## config.mk

```make
export PLATFORM = sky130hd
export DESIGN_NAME = mp_pin_value_regs
export DESIGN_NICKNAME = d
export VERILOG_FILES = /design/src/mp_pin_pkg.sv /design/src/mp_pin_value_regs.sv
export SDC_FILE = /design/constraint.sdc
export NUM_CORES = 1
export LEC_CHECK = 0
export BUFFER_PORTS_ARGS = -buffer_cell sky130_fd_sc_hd__buf_2
export CORE_MARGIN = 2
export CORE_UTILIZATION = 51
export DETAILED_ROUTE_END_ITERATION = 16
export GPL_TIMING_DRIVEN = 0
export PLACE_DENSITY = 0.89
export SLEW_MARGIN = 5
export SYNTH_ARGS = -nofsm -noshare
export SYNTH_HDL_FRONTEND = slang
export SYNTH_SLANG_ARGS = --single-unit
```

## constraint.sdc

```tcl
create_clock -name clk_sys -period 4.4 [get_ports clk_sys]
set_input_delay 0.66 -clock clk_sys [delete_from_list [all_inputs] [get_ports clk_sys]]
set_output_delay 0.66 -clock clk_sys [all_outputs]
set_load 0.005 [all_outputs]
```

## src/mp_pin_pkg.sv

```systemverilog
// constants, types and register map for the multipurpose pin value block
// assumes a 16-bit control port address space and one system clock
package mp_pin_pkg;
  localparam int unsigned PIN_COUNT = 26;
  localparam int unsigned LO_COUNT = 14;
  localparam int unsigned HI_COUNT = 12;
  localparam int unsigned DATA_W = 16;
  localparam int unsigned IDX_W = 5;
  localparam int unsigned SYNC_STAGES = 2;
  localparam logic [15:0] FORCED_LO_BASE = 16'hf520;
  localparam logic [15:0] FORCED_HI_BASE = 16'hf5d0;
  localparam logic [15:0] SAMPLED_LO_BASE = 16'hf530;
  localparam logic [15:0] SAMPLED_HI_BASE = 16'hf5e0;
  localparam logic [15:0] REG_RESET = 16'h0000;
  localparam int unsigned LEVEL_BIT = 0;

  typedef enum logic [2:0] {
    MODE_GP_IN = 3'b000,
    MODE_CTRL_PORT = 3'b001,
    MODE_OUT_PULLUP = 3'b010,
    MODE_OUT_PLAIN = 3'b011,
    MODE_PDM_IN = 3'b100,
    MODE_PANIC_OUT = 3'b101,
    MODE_SPI_SEL = 3'b110
  } pin_function_select_t;

  typedef struct packed {
    logic wr;
    logic rd;
    logic [15:0] addr;
    logic [DATA_W-1:0] wdata;
  } reg_req_t;

  typedef struct packed {
    logic rvalid;
    logic [DATA_W-1:0] rdata;
  } reg_rsp_t;

  typedef struct packed {
    logic [PIN_COUNT-1:0] sync1;
    logic [PIN_COUNT-1:0] sync2;
    logic [PIN_COUNT-1:0] forced_level_bit;
    logic [PIN_COUNT-1:0] sampled_level_bit;
    logic [PIN_COUNT-1:0] core_level;
    reg_rsp_t rsp;
  } mp_state_t;
endpackage

```

## src/mp_pin_value_regs.sv

```systemverilog
// value registers for the multipurpose pins: forced levels and sampled levels
// assumes pin mode and enable come from the pin configuration logic, same clock
`timescale 1ns/1ns
module mp_pin_value_regs (
  // clock and reset
  input wire logic clk_sys,
  input wire logic sys_rst,
  // control port register access
  input wire mp_pin_pkg::reg_req_t req,
  output mp_pin_pkg::reg_rsp_t rsp,
  // pin configuration
  input wire logic [mp_pin_pkg::PIN_COUNT-1:0] multipurpose_select,
  input wire mp_pin_pkg::pin_function_select_t [mp_pin_pkg::PIN_COUNT-1:0] pin_function_select,
  // pins and core side
  input wire logic [mp_pin_pkg::PIN_COUNT-1:0] pin_in,
  output logic [mp_pin_pkg::PIN_COUNT-1:0] core_level
);
  import mp_pin_pkg::*;

  // returns {hit, index}; hi range pins follow the lo range pins
  function automatic logic [IDX_W:0] decode(input logic [15:0] a, input logic [15:0] lo,
                                            input logic [15:0] hi);
    logic [15:0] off_lo;
    logic [15:0] off_hi;
    off_lo = a - lo;
    off_hi = a - hi;
    if (a >= lo && off_lo < 16'(LO_COUNT)) begin
      return {1'b1, off_lo[IDX_W-1:0]};
    end else if (a >= hi && off_hi < 16'(HI_COUNT)) begin
      return {1'b1, IDX_W'(off_hi[IDX_W-1:0] + IDX_W'(LO_COUNT))};
    end
    return '0;
  endfunction

  // per-pin mask of enabled pins whose mode matches the given code
  function automatic logic [PIN_COUNT-1:0] mode_mask(
    input logic [PIN_COUNT-1:0] sel,
    input pin_function_select_t [PIN_COUNT-1:0] mode,
    input pin_function_select_t code
  );
    logic [PIN_COUNT-1:0] m;
    m = '0;
    for (int i = 0; i < PIN_COUNT; i++) begin
      m[i] = sel[i] && mode[i] == code;
    end
    return m;
  endfunction

  mp_state_t st_q;
  mp_state_t st_d;
  logic [IDX_W:0] wr_dec;
  logic [IDX_W:0] rd_dec;
  logic [IDX_W:0] wo_dec;
  logic [PIN_COUNT-1:0] ctrl_mask;
  logic [PIN_COUNT-1:0] gp_mask;
  logic [PIN_COUNT-1:0] in_mask;

  always_comb begin
    wr_dec = decode(req.addr, FORCED_LO_BASE, FORCED_HI_BASE);
    rd_dec = decode(req.addr, SAMPLED_LO_BASE, SAMPLED_HI_BASE);
    wo_dec = wr_dec;
    ctrl_mask = mode_mask(multipurpose_select, pin_function_select, MODE_CTRL_PORT);
    gp_mask = mode_mask(multipurpose_select, pin_function_select, MODE_GP_IN);
    // mode 001 is still an input, so its pin is logged too
    in_mask = ctrl_mask | gp_mask;
  end

  always_comb begin
    st_d = st_q;
    st_d.sync1 = pin_in;
    st_d.sync2 = st_q.sync1;
    st_d.rsp.rvalid = 1'b0;
    // store regardless of mode; only its use is gated
    if (req.wr && wr_dec[IDX_W]) begin
      st_d.forced_level_bit[wr_dec[IDX_W-1:0]] = req.wdata[LEVEL_BIT];
    end
    // disabled or non-input pins hold their last logged level
    st_d.sampled_level_bit = (st_q.sampled_level_bit & ~in_mask) | (st_q.sync2 & in_mask);
    st_d.core_level = (st_q.forced_level_bit & ctrl_mask) | (st_q.sync2 & gp_mask);
    if (req.rd) begin
      st_d.rsp.rvalid = 1'b1;
      st_d.rsp.rdata = REG_RESET;
      if (rd_dec[IDX_W]) begin
        st_d.rsp.rdata[LEVEL_BIT] = st_q.sampled_level_bit[rd_dec[IDX_W-1:0]];
      end
    end
  end

  always_ff @(posedge clk_sys) begin
    if (sys_rst) begin
      st_q <= '0;
    end else begin
      st_q <= st_d;
    end
  end

  assign rsp = st_q.rsp;
  assign core_level = st_q.core_level;

  chk_forced_to_core: assert property (@(posedge clk_sys) disable iff (sys_rst)
    !$past(sys_rst) |-> ((st_q.core_level ^ $past(st_q.forced_level_bit))
      & $past(ctrl_mask)) == '0)
    else $error("core level does not follow forced bit");

  chk_gp_input: assert property (@(posedge clk_sys) disable iff (sys_rst)
    !$past(sys_rst) |-> ((st_q.core_level ^ $past(st_q.sync2)) & $past(gp_mask)) == '0)
    else $error("core level does not follow plain input");

  chk_write_stores: assert property (@(posedge clk_sys) disable iff (sys_rst)
    (req.wr && wr_dec[IDX_W]) |=>
      st_q.forced_level_bit[$past(wr_dec[IDX_W-1:0])] == $past(req.wdata[LEVEL_BIT]))
    else $error("forced bit not stored");

  chk_reset_clears: assert property (@(posedge clk_sys) disable iff (1'b0)
    $past(sys_rst) |-> (st_q.forced_level_bit == '0 && st_q.sampled_level_bit == '0
      && st_q.core_level == '0 && !st_q.rsp.rvalid))
    else $error("state not cleared by reset");

  chk_wo_readback: assert property (@(posedge clk_sys) disable iff (sys_rst)
    (req.rd && wo_dec[IDX_W]) |=> (st_q.rsp.rvalid && st_q.rsp.rdata == REG_RESET))
    else $error("write-only register read back nonzero");

  chk_read_level: assert property (@(posedge clk_sys) disable iff (sys_rst)
    (req.rd && rd_dec[IDX_W]) |=> (st_q.rsp.rvalid
      && st_q.rsp.rdata == {15'h0000, $past(st_q.sampled_level_bit[rd_dec[IDX_W-1:0]])}))
    else $error("sampled register read wrong");

  chk_sample_follows: assert property (@(posedge clk_sys) disable iff (sys_rst)
    !$past(sys_rst) |-> ((st_q.sampled_level_bit ^ $past(st_q.sync2)) & $past(in_mask)) == '0)
    else $error("sampled bit does not follow input pin");

  chk_ignore_disabled: assert property (@(posedge clk_sys) disable iff (sys_rst)
    !$past(sys_rst) |-> (((st_q.sampled_level_bit ^ $past(st_q.sampled_level_bit))
      & ~$past(multipurpose_select)) == '0
      && (st_q.core_level & ~$past(multipurpose_select)) == '0))
    else $error("disabled pin settings not ignored");

  chk_sync_depth: assert property (@(posedge clk_sys) disable iff (sys_rst)
    (!$past(sys_rst) && !$past(sys_rst, 2)) |-> st_q.sync2 == $past(pin_in, 2))
    else $error("synchroniser depth wrong");

  chk_pin_to_sample: assert property (@(posedge clk_sys) disable iff (sys_rst)
    (!$past(sys_rst) && !$past(sys_rst, 2) && !$past(sys_rst, 3))
      |-> ((st_q.sampled_level_bit ^ $past(pin_in, 3)) & $past(in_mask)) == '0)
    else $error("sampled bit is not the pin level three edges back");

  chk_pin_to_core: assert property (@(posedge clk_sys) disable iff (sys_rst)
    (!$past(sys_rst) && !$past(sys_rst, 2) && !$past(sys_rst, 3))
      |-> ((st_q.core_level ^ $past(pin_in, 3)) & $past(gp_mask)) == '0)
    else $error("plain input core level is not the pin three edges back");

  chk_sampled_hold: assert property (@(posedge clk_sys) disable iff (sys_rst)
    !$past(sys_rst) |-> ((st_q.sampled_level_bit ^ $past(st_q.sampled_level_bit))
      & ~$past(in_mask)) == '0)
    else $error("sampled bit moved for a pin that is not an input");

  chk_non_input_core: assert property (@(posedge clk_sys) disable iff (sys_rst)
    !$past(sys_rst) |-> (st_q.core_level & ~$past(in_mask)) == '0)
    else $error("core level set for a pin that is not an input");

  chk_forced_hold: assert property (@(posedge clk_sys) disable iff (sys_rst)
    !(req.wr && wr_dec[IDX_W]) |=> $stable(st_q.forced_level_bit))
    else $error("forced bits changed without a mapped write");

  chk_gap_ignored: assert property (@(posedge clk_sys) disable iff (sys_rst)
    (req.wr && req.addr == FORCED_LO_BASE + 16'(LO_COUNT)) |=> $stable(st_q.forced_level_bit))
    else $error("write past the lower range changed a forced bit");

  chk_hi_gap_ignored: assert property (@(posedge clk_sys) disable iff (sys_rst)
    (req.wr && req.addr == FORCED_HI_BASE + 16'(HI_COUNT)) |=> $stable(st_q.forced_level_bit))
    else $error("write past the upper range changed a forced bit");

  chk_lo_first_pin: assert property (@(posedge clk_sys) disable iff (sys_rst)
    (req.wr && req.addr == FORCED_LO_BASE)
      |=> st_q.forced_level_bit[0] == $past(req.wdata[LEVEL_BIT]))
    else $error("first lower range write went to the wrong pin");

  chk_lo_last_pin: assert property (@(posedge clk_sys) disable iff (sys_rst)
    (req.wr && req.addr == FORCED_LO_BASE + 16'(LO_COUNT - 1))
      |=> st_q.forced_level_bit[LO_COUNT-1] == $past(req.wdata[LEVEL_BIT]))
    else $error("last lower range write went to the wrong pin");

  chk_hi_last_pin: assert property (@(posedge clk_sys) disable iff (sys_rst)
    (req.wr && req.addr == FORCED_HI_BASE + 16'(HI_COUNT - 1))
      |=> st_q.forced_level_bit[PIN_COUNT-1] == $past(req.wdata[LEVEL_BIT]))
    else $error("last upper range write went to the wrong pin");

  chk_lo_first_read: assert property (@(posedge clk_sys) disable iff (sys_rst)
    (req.rd && req.addr == SAMPLED_LO_BASE)
      |=> st_q.rsp.rdata == {15'h0000, $past(st_q.sampled_level_bit[0])})
    else $error("first lower range read came from the wrong pin");

  chk_hi_last_read: assert property (@(posedge clk_sys) disable iff (sys_rst)
    (req.rd && req.addr == SAMPLED_HI_BASE + 16'(HI_COUNT - 1))
      |=> st_q.rsp.rdata == {15'h0000, $past(st_q.sampled_level_bit[PIN_COUNT-1])})
    else $error("last upper range read came from the wrong pin");

  chk_rvalid_cause: assert property (@(posedge clk_sys) disable iff (sys_rst)
    st_q.rsp.rvalid |-> ($past(req.rd) && !$past(sys_rst)))
    else $error("read answer without a read");

  chk_read_answer: assert property (@(posedge clk_sys) disable iff (sys_rst)
    req.rd |=> st_q.rsp.rvalid)
    else $error("read not answered one cycle later");

  chk_rdata_upper: assert property (@(posedge clk_sys) disable iff (sys_rst)
    st_q.rsp.rdata[DATA_W-1:1] == '0)
    else $error("reserved read data bits not zero");

  chk_rdata_hold: assert property (@(posedge clk_sys) disable iff (sys_rst)
    !req.rd |=> $stable(st_q.rsp.rdata))
    else $error("read data moved without a read");

  chk_sync_first: assert property (@(posedge clk_sys) disable iff (sys_rst)
    !$past(sys_rst) |-> st_q.sync1 == $past(pin_in))
    else $error("first synchroniser stage does not follow the pin");
endmodule

```

==> metrics.md, run 1 <==
| Metric | Value |
|---|---|
| RePlAce Congestion | 0.901 |
| Register area share after synthesis | 43.0% |
| Height of the die | 114 um |
| Drt via density | 5.25 |
| Clock Pin Slew Worst Setup and Hold Paths | ~0.060 ns |
| Yosys warning count | 0 |
| Cell Area, Synth | approximately 6000 um^2 |
| I/O pins | about 210 |
| Startpoint types | input pin |
| Yosys reg bits | roughly 130 |
| Initial Util | roughly 52% |
| Worst-Skew Late Latency | about 0.41 ns |
| Final setup TNS | 0 ns |
| Routed WL per cell | 15.3 um |
| Unrepaired setup endpoints after global routing | false |
| Minimum clock period | between 3 and 4 ns |
| Number of global-route vias before repair | 5446 |
| Period utilization | 81.3% |
| Element type at the critical path end | register |
| Count leader, synth | dfxtp_1 |
| GRT Total Usage | approximately 26% |
| Compound-Gate Fraction of Synth Area | 10.2% |
| Skew final | 0.00563 ns |
| Clock tree root buffer cell | clkbuf_16 |
| Mean post-synth cell area | 8.77 um^2 |
| Post-synth top flop | dfxtp_1 |
| First-pass GRT wire length | approximately 26000 um |
| DIE WIDTH | 114 um |
| Share of layout cells above drive strength 1 | between 20 and 30% |
| Initial antenna violation count | 0 |
| # Max-Cap Violations | 0 |
| Kind of critical path | in -> reg |
| Synth cell types | 67 |
| CTS tree | yes |
| # rows | 40 |
| HP Class | reg -> reg |
| Ranking of synthesized cells by area | dfxtp_1 43%, mux2i_1 7.2%, nand2_1 6.1% |
| Total wire length | 16400 um |
| DRC viols | 0 |
| Total CTS buffers | 17 |
| Critical-path top delay cell | mux4_1 |
| Hold path depth | 1 |
| Final setup viols | 0 |
| H-tree Lvls | 4 |
| CP Max Fanout | 9 |
| TritonRoute pass-1 iters | 5 |
| 1st-iter DRT viols | ~380 |
| Most instantiated cells after synthesis | 132 x dfxtp_1, 100 x nand2_1, 60 x nand3_1, 54 x nor2b_1, 52 x nor2_1 |
| PwrDens | about 370 nW/um^2 |
| Remaining global-route overflow | 0 |
| Vias | 5617 |
| Largest family of logic cells by synthesized area | simple AND/OR/NAND/NOR gates |
| Full die area | approximately 13000 um^2 |
| R2R depth | 4 |
| CTS max path bufs | 2 |
| Fmax | 279 MHz |
| VDD IR-drop max | 0.000285 V |
| Core Box Area | 11900 um^2 |
| DRT antenna net count | 0 |
| Worst endpoint data arrival time | 3.87 ns |
| Cells after Synth | 700 |
| Tightest Pin Transition | 1.11 ns |
| Top cell type's share of synthesized area | 43.0% |
| Detailed-placement wirelength estimate | 11900 um |
| Synth Area in Adders | 1.02% |
| Max-slew violations | 0 |
| Mux cell area share after synthesis | under 10% |
| Largest net degree at the start of global routing | 17 |
| Post-CTS resize count | 0 |
| Clk sinks | 132 |
| CP required | 4.69 ns |
| Total chip power | 2.90 mW |
| Async S/R FF share, synth | 0% |
| Simple-gate share of the synthesized area | between 20% and 30% |
| Outcome | completed |
| Area leader, netlist | dfxtp_1 |
| Final Hold Fails | 0 |
| Post-synth EDFFs | 0 |
| Crit-path cells | buf_2 -> inv_1 -> ha_1 -> or4b_4 -> a2111oi_4 -> o21a_2 -> mux4_1 -> and2b_1 -> a211oi_1 -> o31ai_1 |
| IO buf count | approximately 180 |
| P_leak | 3.40 nW |
| Slew margin rel. | 25.5% |
| XOR/XNOR share of the synthesized area | 0.998% |
| Post-CTS Setup Bufs | 0 |
| Max stage delay on crit path | 0.62 ns |
| Final #Nets | 1079 |
| P&R area growth vs syn | 27.8% |
| Hold bufs inserted after CTS | 0 |
[cell type report]
class / instances / area, um^2
Buffer: 71 / 472
Clock inverter: 12 / 158
Inverter: 9 / 33.8
Sequential cell: 132 / 2640
Tap cell: 147 / 184
Antenna cell: 1 / 2.50
Multi-Input combinational cell: 502 / 3050
Clock buffer: 20 / 437
Fill cell: 953 / 4010
Timing Repair Buffer: 175 / 876
[where the power goes]
part,internal [mW],switching (mW),total [mW]
Combinational,0.118,0.144,0.262
Sequential,1.22,0.00962,1.23
Clock,0.891,0.518,1.41
Total,2.23,0.672,2.90
[critical path, delay by kind of cell]
kind / cells / cell delay (ns)
AOI/OAI and AO/OA: 4 / 1.26
and+or+nand+nor: 2 / 0.74
muxes: 1 / 0.62
adders and majority gates: 1 / 0.31
buffers and inverters: 2 / 0.28
[per-stage QoR]
| stage | hold WS [ns] | utilization, % | cell area (um^2) | cells | setup slack (ns) |
|---|---|---|---|---|---|
| after floorplan | 0.414 | - | 6190 | 714 | 1.08 |
| after global placement | 0.416 | 61.2 | 7250 | 1036 | 0.478 |
| after detailed placement | 0.423 | 61.2 | 7250 | 1036 | 0.516 |
| after CTS | 0.437 | 66.2 | 7850 | 1068 | 0.921 |
| after global routing | 0.444 | 66.2 | 7850 | 1068 | 0.765 |
| final | 0.435 | 66.2 | 7850 | 1069 | 0.822 |
[routing by layer]
metal,up-vias,global-route usage (%),part of all wire (%),wire [um]
met4,0,10.9,2.8,463
li1,2780,-,-,-
met5,-,0,0,0
met1,2592,29.3,40,6510
met2,210,44.9,51,8290
met3,35,7.76,6.8,1110
[placed cells by master, fill, tap and decap left out, types with 3 or more instances in the layout]
cell type	n
a211oi_1	5
a21oi_1	50
a22oi_1	4
a311oi_1	3
a31oi_1	8
buf_2	176
buf_4	43
buf_6	3
bufinv_16	3
clkbuf_1	23
clkbuf_16	17
clkinv_4	4
clkinvlp_4	3
conb_1	15
dfxtp_1	132
ha_1	5
inv_1	7
mux2i_1	44
nand2_1	100
nand2b_1	6
nand3_1	60
nor2_1	52
nor2_2	3
nor2b_1	54
nor3_1	31
nor4_1	5
xnor2_1	5
[path summary, 6_finish.rpt]
path                                start        end  slack (ns)
worst max-delay path              req[22]     rsp[0]        0.82
worst min-delay path            st_d[110]  st_q[110]        0.44
worst max register to register   register     rsp[0]        2.77
worst min register to register  st_d[110]  st_q[110]        0.44
[logic make-up after synthesis]
group,Yosys count
AND/OR/NAND/NOR,336
flip-flops,132
AO/OA/AOI/OAI,90
buffers and inverters,80
multiplexers,49
XOR/XNOR,7
adder cells (fa/ha/maj),5
other,1
(Power assumes the default switching activity.)
==> inputs of run 2 (changes only) <==
--- a/config.mk
+++ b/config.mk
@@ -5,12 +5,13 @@
 export SDC_FILE = /design/constraint.sdc
 export NUM_CORES = 1
 export LEC_CHECK = 0
+export ABC_AREA = 1
 export BUFFER_PORTS_ARGS = -buffer_cell sky130_fd_sc_hd__buf_2
 export CORE_MARGIN = 2
 export CORE_UTILIZATION = 51
 export DETAILED_ROUTE_END_ITERATION = 16
 export GPL_TIMING_DRIVEN = 0
-export PLACE_DENSITY = 0.89
+export PLACE_DENSITY = 0.88
 export SLEW_MARGIN = 5
 export SYNTH_ARGS = -nofsm -noshare
 export SYNTH_HDL_FRONTEND = slang
==> constraint.sdc (replaced) <==
create_clock -name clk_sys -period 3.5 [get_ports clk_sys]
set_input_delay 0.525 -clock clk_sys [delete_from_list [all_inputs] [get_ports clk_sys]]
set_output_delay 0.525 -clock clk_sys [all_outputs]
set_load 0.005 [all_outputs]
==> metrics.md, run 2 <==
| Metric | Value |
|---|---|
| Synth cell types | 32 (-52%) |
| Count leader, synth | nand2_1 |
| HP Class | in -> reg |
| Area post-placement | 7560 um^2 (+4.2%) |
| Slew margin rel. | 55.4% (+30 points) |
| Unrepaired setup endpoints after global routing | false |
| Post-CTS resize count | 0 (unchanged) |
| Storage cell area | 2640 um^2 (unchanged) |
| Final Hold Fails | 0 (unchanged) |
| CTS max path bufs | 2 (unchanged) |
| Height of the die | 116 um (+2.2%) |
| PwrDens | 448 nW/um^2 (+21%) |
| Register area share after synthesis | 41.1% (-1.9 points) |
| Worst endpoint data arrival time | 2.90 ns (-0.97 ns) |
| H-tree Lvls | 4 (unchanged) |
| Outcome | completed |
| Initial Util | 51.6% (-0.22 points) |
| Non-Filler Instances | 1320 (+23%) |
| CP required | 3.85 ns (-0.84 ns) |
| Most instantiated cells after synthesis | 225 x nand2_1, 157 x nor2_1, 132 x dfxtp_1, 114 x inv_1, 63 x nand3_1 |
| Initial antenna violation count | 0 (unchanged) |
| Share of layout cells above drive strength 1 | 26.2% (-3.7 points) |
| 1st-iter DRT viols | 398 (+5.6%) |
| Yosys reg bits | 132 (unchanged) |
| CP Max Fanout | 6 (-3) |
| Routed WL per cell | 12.9 um (-15%) |
| Tightest Pin Transition | 0.668 ns (-0.441 ns) |
| DRT antenna net count | 0 (unchanged) |
| Yosys warning count | 0 (unchanged) |
| RePlAce Congestion | 0.928 (+3.0%) |
| Most common cell after layout, fill and taps aside | nand2_1 |
| Detailed-placement wirelength estimate | 12900 um (+8.0%) |
| GRT Total Usage | 26.4% (+0.62 points) |
| Total wire length | 17100 um (+4.4%) |
| Largest net degree at the start of global routing | 17 (unchanged) |
| Worst-Skew Late Latency | 0.42 ns (about the same) |
| Final setup TNS | 0 ns (unchanged) |
| Critical Path Start | req[21] |
| Drt via density | 4.84 (-8.0%) |
| DIE WIDTH | 116 um (+2.2%) |
| Final setup viols | 0 (unchanged) |
| VDD IR-drop max | 0.000353 V (+24%) |
| Worst Hold Slack | 0.304 ns (-0.131 ns) |
| IO buf count | 172 (-1.7%) |
| Period utilization | 72.8% |
| I/O pins | 209 (unchanged) |
| Core Box Area | 12500 um^2 (+5.1%) |
| Top cell type's share of synthesized area | 41.1% (-1.9 points) |
| Final Cell Area | 8140 um^2 (+3.7%) |
| Full die area | 13500 um^2 (+4.5%) |
| CTS tree | yes |
| Post-synth top flop | dfxtp_1 |
| Minimum clock period | 2.55 ns |
| Final #Nets | 1306 (+21%) |
| Number of global-route vias before repair | 6153 (+13%) |
| Total chip power | 3.65 mW (+26%) |
| # Max-Cap Violations | 0 (unchanged) |
| Remaining global-route overflow | 0 (unchanged) |
| Skew final | 0.00620 ns (+0.000569 ns) |
| P&R area growth vs syn | 26.7% |
| Clock Pin Slew Worst Setup and Hold Paths | 0.06 ns (about the same) |
| TritonRoute pass-1 iters | 7 (+2) |
| Vias | 6384 (+14%) |
| Commonest non-fill, non-tap cells in the layout | 225 x nand2_1, 176 x buf_2, 157 x nor2_1 |
| Hold_sp | pin_in[25] |
| Area leader, netlist | dfxtp_1 |
| Clock tree root buffer cell | clkbuf_16 |
| P_leak | 4.16 nW (+23%) |
| Cell Area, Synth | 6430 um^2 (+4.6%) |
| Multi-input logic area | 2920 um^2 (-4.1%) |
| Dpl cells | 1288 (+24%) |
| Total CTS buffers | 17 (unchanged) |
| Fmax | 393 MHz |
| Clk sinks | 132 (unchanged) |
| Startpoint types | input pin |
| Cells after Synth | 930 (+33%) |
| Post-CTS Setup Bufs | 0 (unchanged) |
| Filler cell count | 1085 (+14%) |
| Kind of critical path | in -> reg |
| Ranking of synthesized cells by area | dfxtp_1 41%, nand2_1 13%, nor2_1 9.2% |
| # rows | 41 (+2.5%) |
| First-pass GRT wire length | 27600 um (+7.3%) |
| Hold bufs inserted after CTS | 0 (unchanged) |
| Element type at the critical path end | register |
| Post-synth EDFFs | 0 (unchanged) |
| Async S/R FF share, synth | 0% (unchanged) |
| Mean post-synth cell area | 6.91 um^2 (-21%) |
| DRC viols | 0 (unchanged) |
| Max-slew violations | 0 (unchanged) |
-- run 2: worst paths after layout --
path	depth (start not counted)	slack [ns]	end
max	16	0.95	st_q[83]
min reg2reg	2	0.40	st_q[112]
max reg2reg	10	2.43	rsp[0]
min	3	0.30	st_d[120]
-- run 2: layout make-up --
type                    instances  share of cell area [%]
multi-input cells             622                    35.9
flip-flops and latches        132                    32.5
repair buffers                172                    10.6
inverters                     124                    5.78
clock buffers                  20                    5.61
plain buffers                  66                    5.45
well taps                     172                    2.64
clock inverters                11                    1.57
diodes                          1                  0.0307
-- run 2: cells by family (layout without fill, tap and decap cells) --
group / after synthesis / in the layout / synth area share, %
AOI/OAI and AO/OA: 57 / 57 / 4.91
xor gates and xnor gates: 5 / 5 / 0.681
buffers and inverters: 190 / 393 / 14.2
other: 1 / 16 / 0.0583
and+or+nand+nor: 514 / 514 / 34.0
DFF: 132 / 132 / 41.1
muxes: 26 / 26 / 4.05
adders and majority gates: 5 / 5 / 0.973
-- run 2: stage by stage --
stage / utilization [%] / setup WS, ns
after detailed placement: 60.6 / 0.564
final: 65.3 / 0.953
after CTS: 65.3 / 0.996
after floorplan: - / 1.26
after global placement: 60.6 / 0.585
after global routing: 65.3 / 0.717
-- run 2: metal layers --
metal	routed length (um)	GRT usage, %	vias up	share of wire, %
met4	344	9.44	0	2.0
met5	0	0	-	0
met1	7190	30.8	2863	42
li1	-	-	3242	-
met3	1220	6.69	38	7.1
met2	8350	46.7	241	49
-- run 2: critical path: stages --
cell and delay, ns:
buf_2 0.15, inv_1 0.12, ha_1 0.22, a21oi_2 0.26, nor3_1 0.07, o21ai_0 0.20
nand2_1 0.09, nor2_2 0.20, nand2_1 0.08, nand2_1 0.12, nand3_2 0.13, nor2_2 0.35
nand2_1 0.13, nand2_1 0.08, nand2_1 0.05, nor2_1 0.11
-- run 2: where the power goes --
part           leakage [nW]  internal, mW  switching, mW
clock                 0.278          1.08          0.663
sequential             1.08          1.54         0.0133
combinational          2.81         0.145          0.203
==> inputs of run 3 (changes only) <==
==> constraint.sdc (replaced) <==
create_clock -name clk_sys -period 2.5 [get_ports clk_sys]
set_input_delay 0.375 -clock clk_sys [delete_from_list [all_inputs] [get_ports clk_sys]]
set_output_delay 0.375 -clock clk_sys [all_outputs]
set_load 0.005 [all_outputs]
==> metrics.md, run 3 (synthesis results as in run 2) <==
| Metric | Value |
|---|---|
| Crit. path cell count | 18 (+2) |
| Final Hold Fails | 0 (unchanged) |
| Full die area | 13500 um^2 (unchanged) |
| Clock tree root buffer cell | clkbuf_16 |
| DRT antenna net count | 0 (unchanged) |
| R2R depth | 8 (-2) |
| Final core occ | 65.6% (+0.32 points) |
| Number of global-route vias before repair | 6153 (unchanged) |
| Fmax | 445 MHz |
| Element type at the critical path end | register |
| First-pass GRT wire length | 27600 um (unchanged) |
| Total CTS buffers | 17 (unchanged) |
| CP Max Fanout | 8 (+2) |
| Hold path depth | 3 (unchanged) |
| P&R area growth vs syn | 27.3% |
| Initial antenna violation count | 0 (unchanged) |
| Crit-path cells | buf_2 -> inv_1 -> ha_1 -> nand2_1 -> inv_1 -> nand4_1 -> nor2_1 -> nand3_1 -> nor2_1 -> nand2_1 -> nor2_2 -> nand2_1 -> nand2_1 -> nand3_2 -> nor2_4 -> nand2_1 -> nor2_1 -> nor2_1 |
| Total wire length | 17000 um (-0.32%) |
| Skew final | 0.00625 ns (+0.0000493 ns) |
| CTS tree | yes |
| CTS max path bufs | 2 (unchanged) |
| Max stage delay on crit path | 0.32 ns (-0.03 ns) |
| Startpoint types | input pin |
| Worst endpoint data arrival time | 2.55 ns (-0.35 ns) |
| Kind of critical path | in -> reg |
| Outcome | completed |
| PwrDens | 623 nW/um^2 (+39%) |
| DIE WIDTH | 116 um (unchanged) |
| Dpl cells | 1288 (unchanged) |
| Commonest non-fill, non-tap cells in the layout | 225 x nand2_1, 176 x buf_2, 156 x nor2_1 |
| # Max-Cap Violations | 0 (unchanged) |
| Remaining global-route overflow | 0 (unchanged) |
| Max-slew violations | 0 (unchanged) |
| Height of the die | 116 um (unchanged) |
| Tightest Pin Transition | 0.671 ns (+0.00314 ns) |
| Final setup viols | 0 (unchanged) |
| CP required | 2.80 ns (-1.05 ns) |
| 1st-iter DRT viols | 379 (-4.8%) |
| Period utilization | between 80 and 90% |
| TritonRoute pass-1 iters | 6 (-1) |
| CP delay by family, top | simple AND/OR/NAND/NOR gates |
| Drt via density | 4.82 (-0.42%) |
| Share of layout cells above drive strength 1 | 26.6% (+0.39 points) |
| Vias | 6367 (-0.27%) |
| Most Crowded Layer GR | met2 |
| M1 GR Usage | 30.8% (unchanged) |
| RePlAce Congestion | 0.928 (unchanged) |
| Clock Pin Slew Worst Setup and Hold Paths | 0.06 ns (about the same) |
| Final setup TNS | 0 ns (unchanged) |
| Non-Filler Instances | 1322 (+0.15%) |
| I/O pins | 209 (unchanged) |
| Worst-Skew Late Latency | 0.42 ns (about the same) |
| Critical-path top delay cell | ha_1 |
| Final #Nets | 1308 (+0.15%) |
| Most common cell after layout, fill and taps aside | nand2_1 |
| Filler cell count | 1083 (-0.18%) |
| DRC viols | 0 (unchanged) |
| Worst path most repeated cell | nand2_1 |
| Worst Hold Slack | 0.155 ns (-0.149 ns) |
| Met2 usage | 46.7% (unchanged) |
| P_leak | 4.17 nW (+0.21%) |
| Slew margin rel. | 55.2% (-0.21 points) |
| Largest net degree at the start of global routing | 17 (unchanged) |
| Detailed-placement wirelength estimate | 12900 um (unchanged) |
| IO buf count | 172 (unchanged) |
| Clk sinks | 132 (unchanged) |
| H-tree Lvls | 4 (unchanged) |
| Routed WL per cell | 12.9 um (-0.47%) |
| Initial Util | 51.6% (unchanged) |
| HP Class | in -> reg |
| GRT Total Usage | 26.4% (unchanged) |
| Minimum clock period | 2.25 ns |
| Bufs and invs on worst path | 3 (+1) |
| VDD IR-drop max | 0.000494 V (+40%) |
| Core Box Area | 12500 um^2 (unchanged) |
| Total chip power | 5.10 mW (+40%) |
| # rows | 41 (unchanged) |
| Met3 Resource Use GR | 6.69% (unchanged) |
## run 3: changes by cell type in the layout (fill, tap and decap cells not counted), sizes merged
cell / delta
buf: +2
## run 3: stage by stage
step | worst slack, ns | instance area [um^2]
finish | 0.254 | 8180
detailed placement | -0.286 | 7560
floorplan | 0.410 | 6480
global placement | -0.265 | 7560
CTS | 0.146 | 8140
global route | -0.00149 | 8180
## run 3: cell type report
type	count	area (um^2)	area share, %
Multi-Input combinational cell	622	2950	36.0
Sequential cell	132	2640	32.3
Timing Repair Buffer	174	876	10.7
Inverter	124	470	5.75
Clock buffer	20	457	5.58
Buffer	66	444	5.43
Tap cell	172	215	2.63
Clock inverter	11	128	1.56
Antenna cell	1	2.50	0.0306
## run 3: repair_timing
action,CTS,global route
endpoints found under the setup margin,0,11
resized for setup,0,6
hold buffers,0,0
hold endpoints to repair,0,0
setup buffers,0,2
## run 3: worst register-to-register path, delay by kind of cell (launching register included)
| family | cells | cell delay [ns] |
|---|---|---|
| simple gates | 7 | 0.54 |
| flops | 1 | 0.37 |
| compound gates | 1 | 0.10 |
## run 3: final timing paths
| path | startpoint | endpoint | slack (ns) |
|---|---|---|---|
| min reg2reg | st_d[112] | st_q[112] | 0.40 |
| max reg2reg | register | rsp[0] | 1.42 |
| min | pin_in[25] | st_d[120] | 0.15 |
| max | req[22] | st_q[88] | 0.25 |
## run 3: power by group
group / leakage [nW] / total (mW) / internal (mW) / switching, mW
Sequential: 1.08 / 2.18 / 2.16 / 0.0186
Clock: 0.278 / 2.44 / 1.52 / 0.922
Combinational: 2.82 / 0.488 / 0.203 / 0.285
## run 3: per-layer routing
metal / share of wire, % / wire length [um] / up-vias
li1: - / - / 3238
met1: 41 / 6960 / 2840
met2: 49 / 8400 / 259
met3: 8.1 / 1380 / 30
met4: 1.8 / 304 / 0
met5: 0 / 0 / -
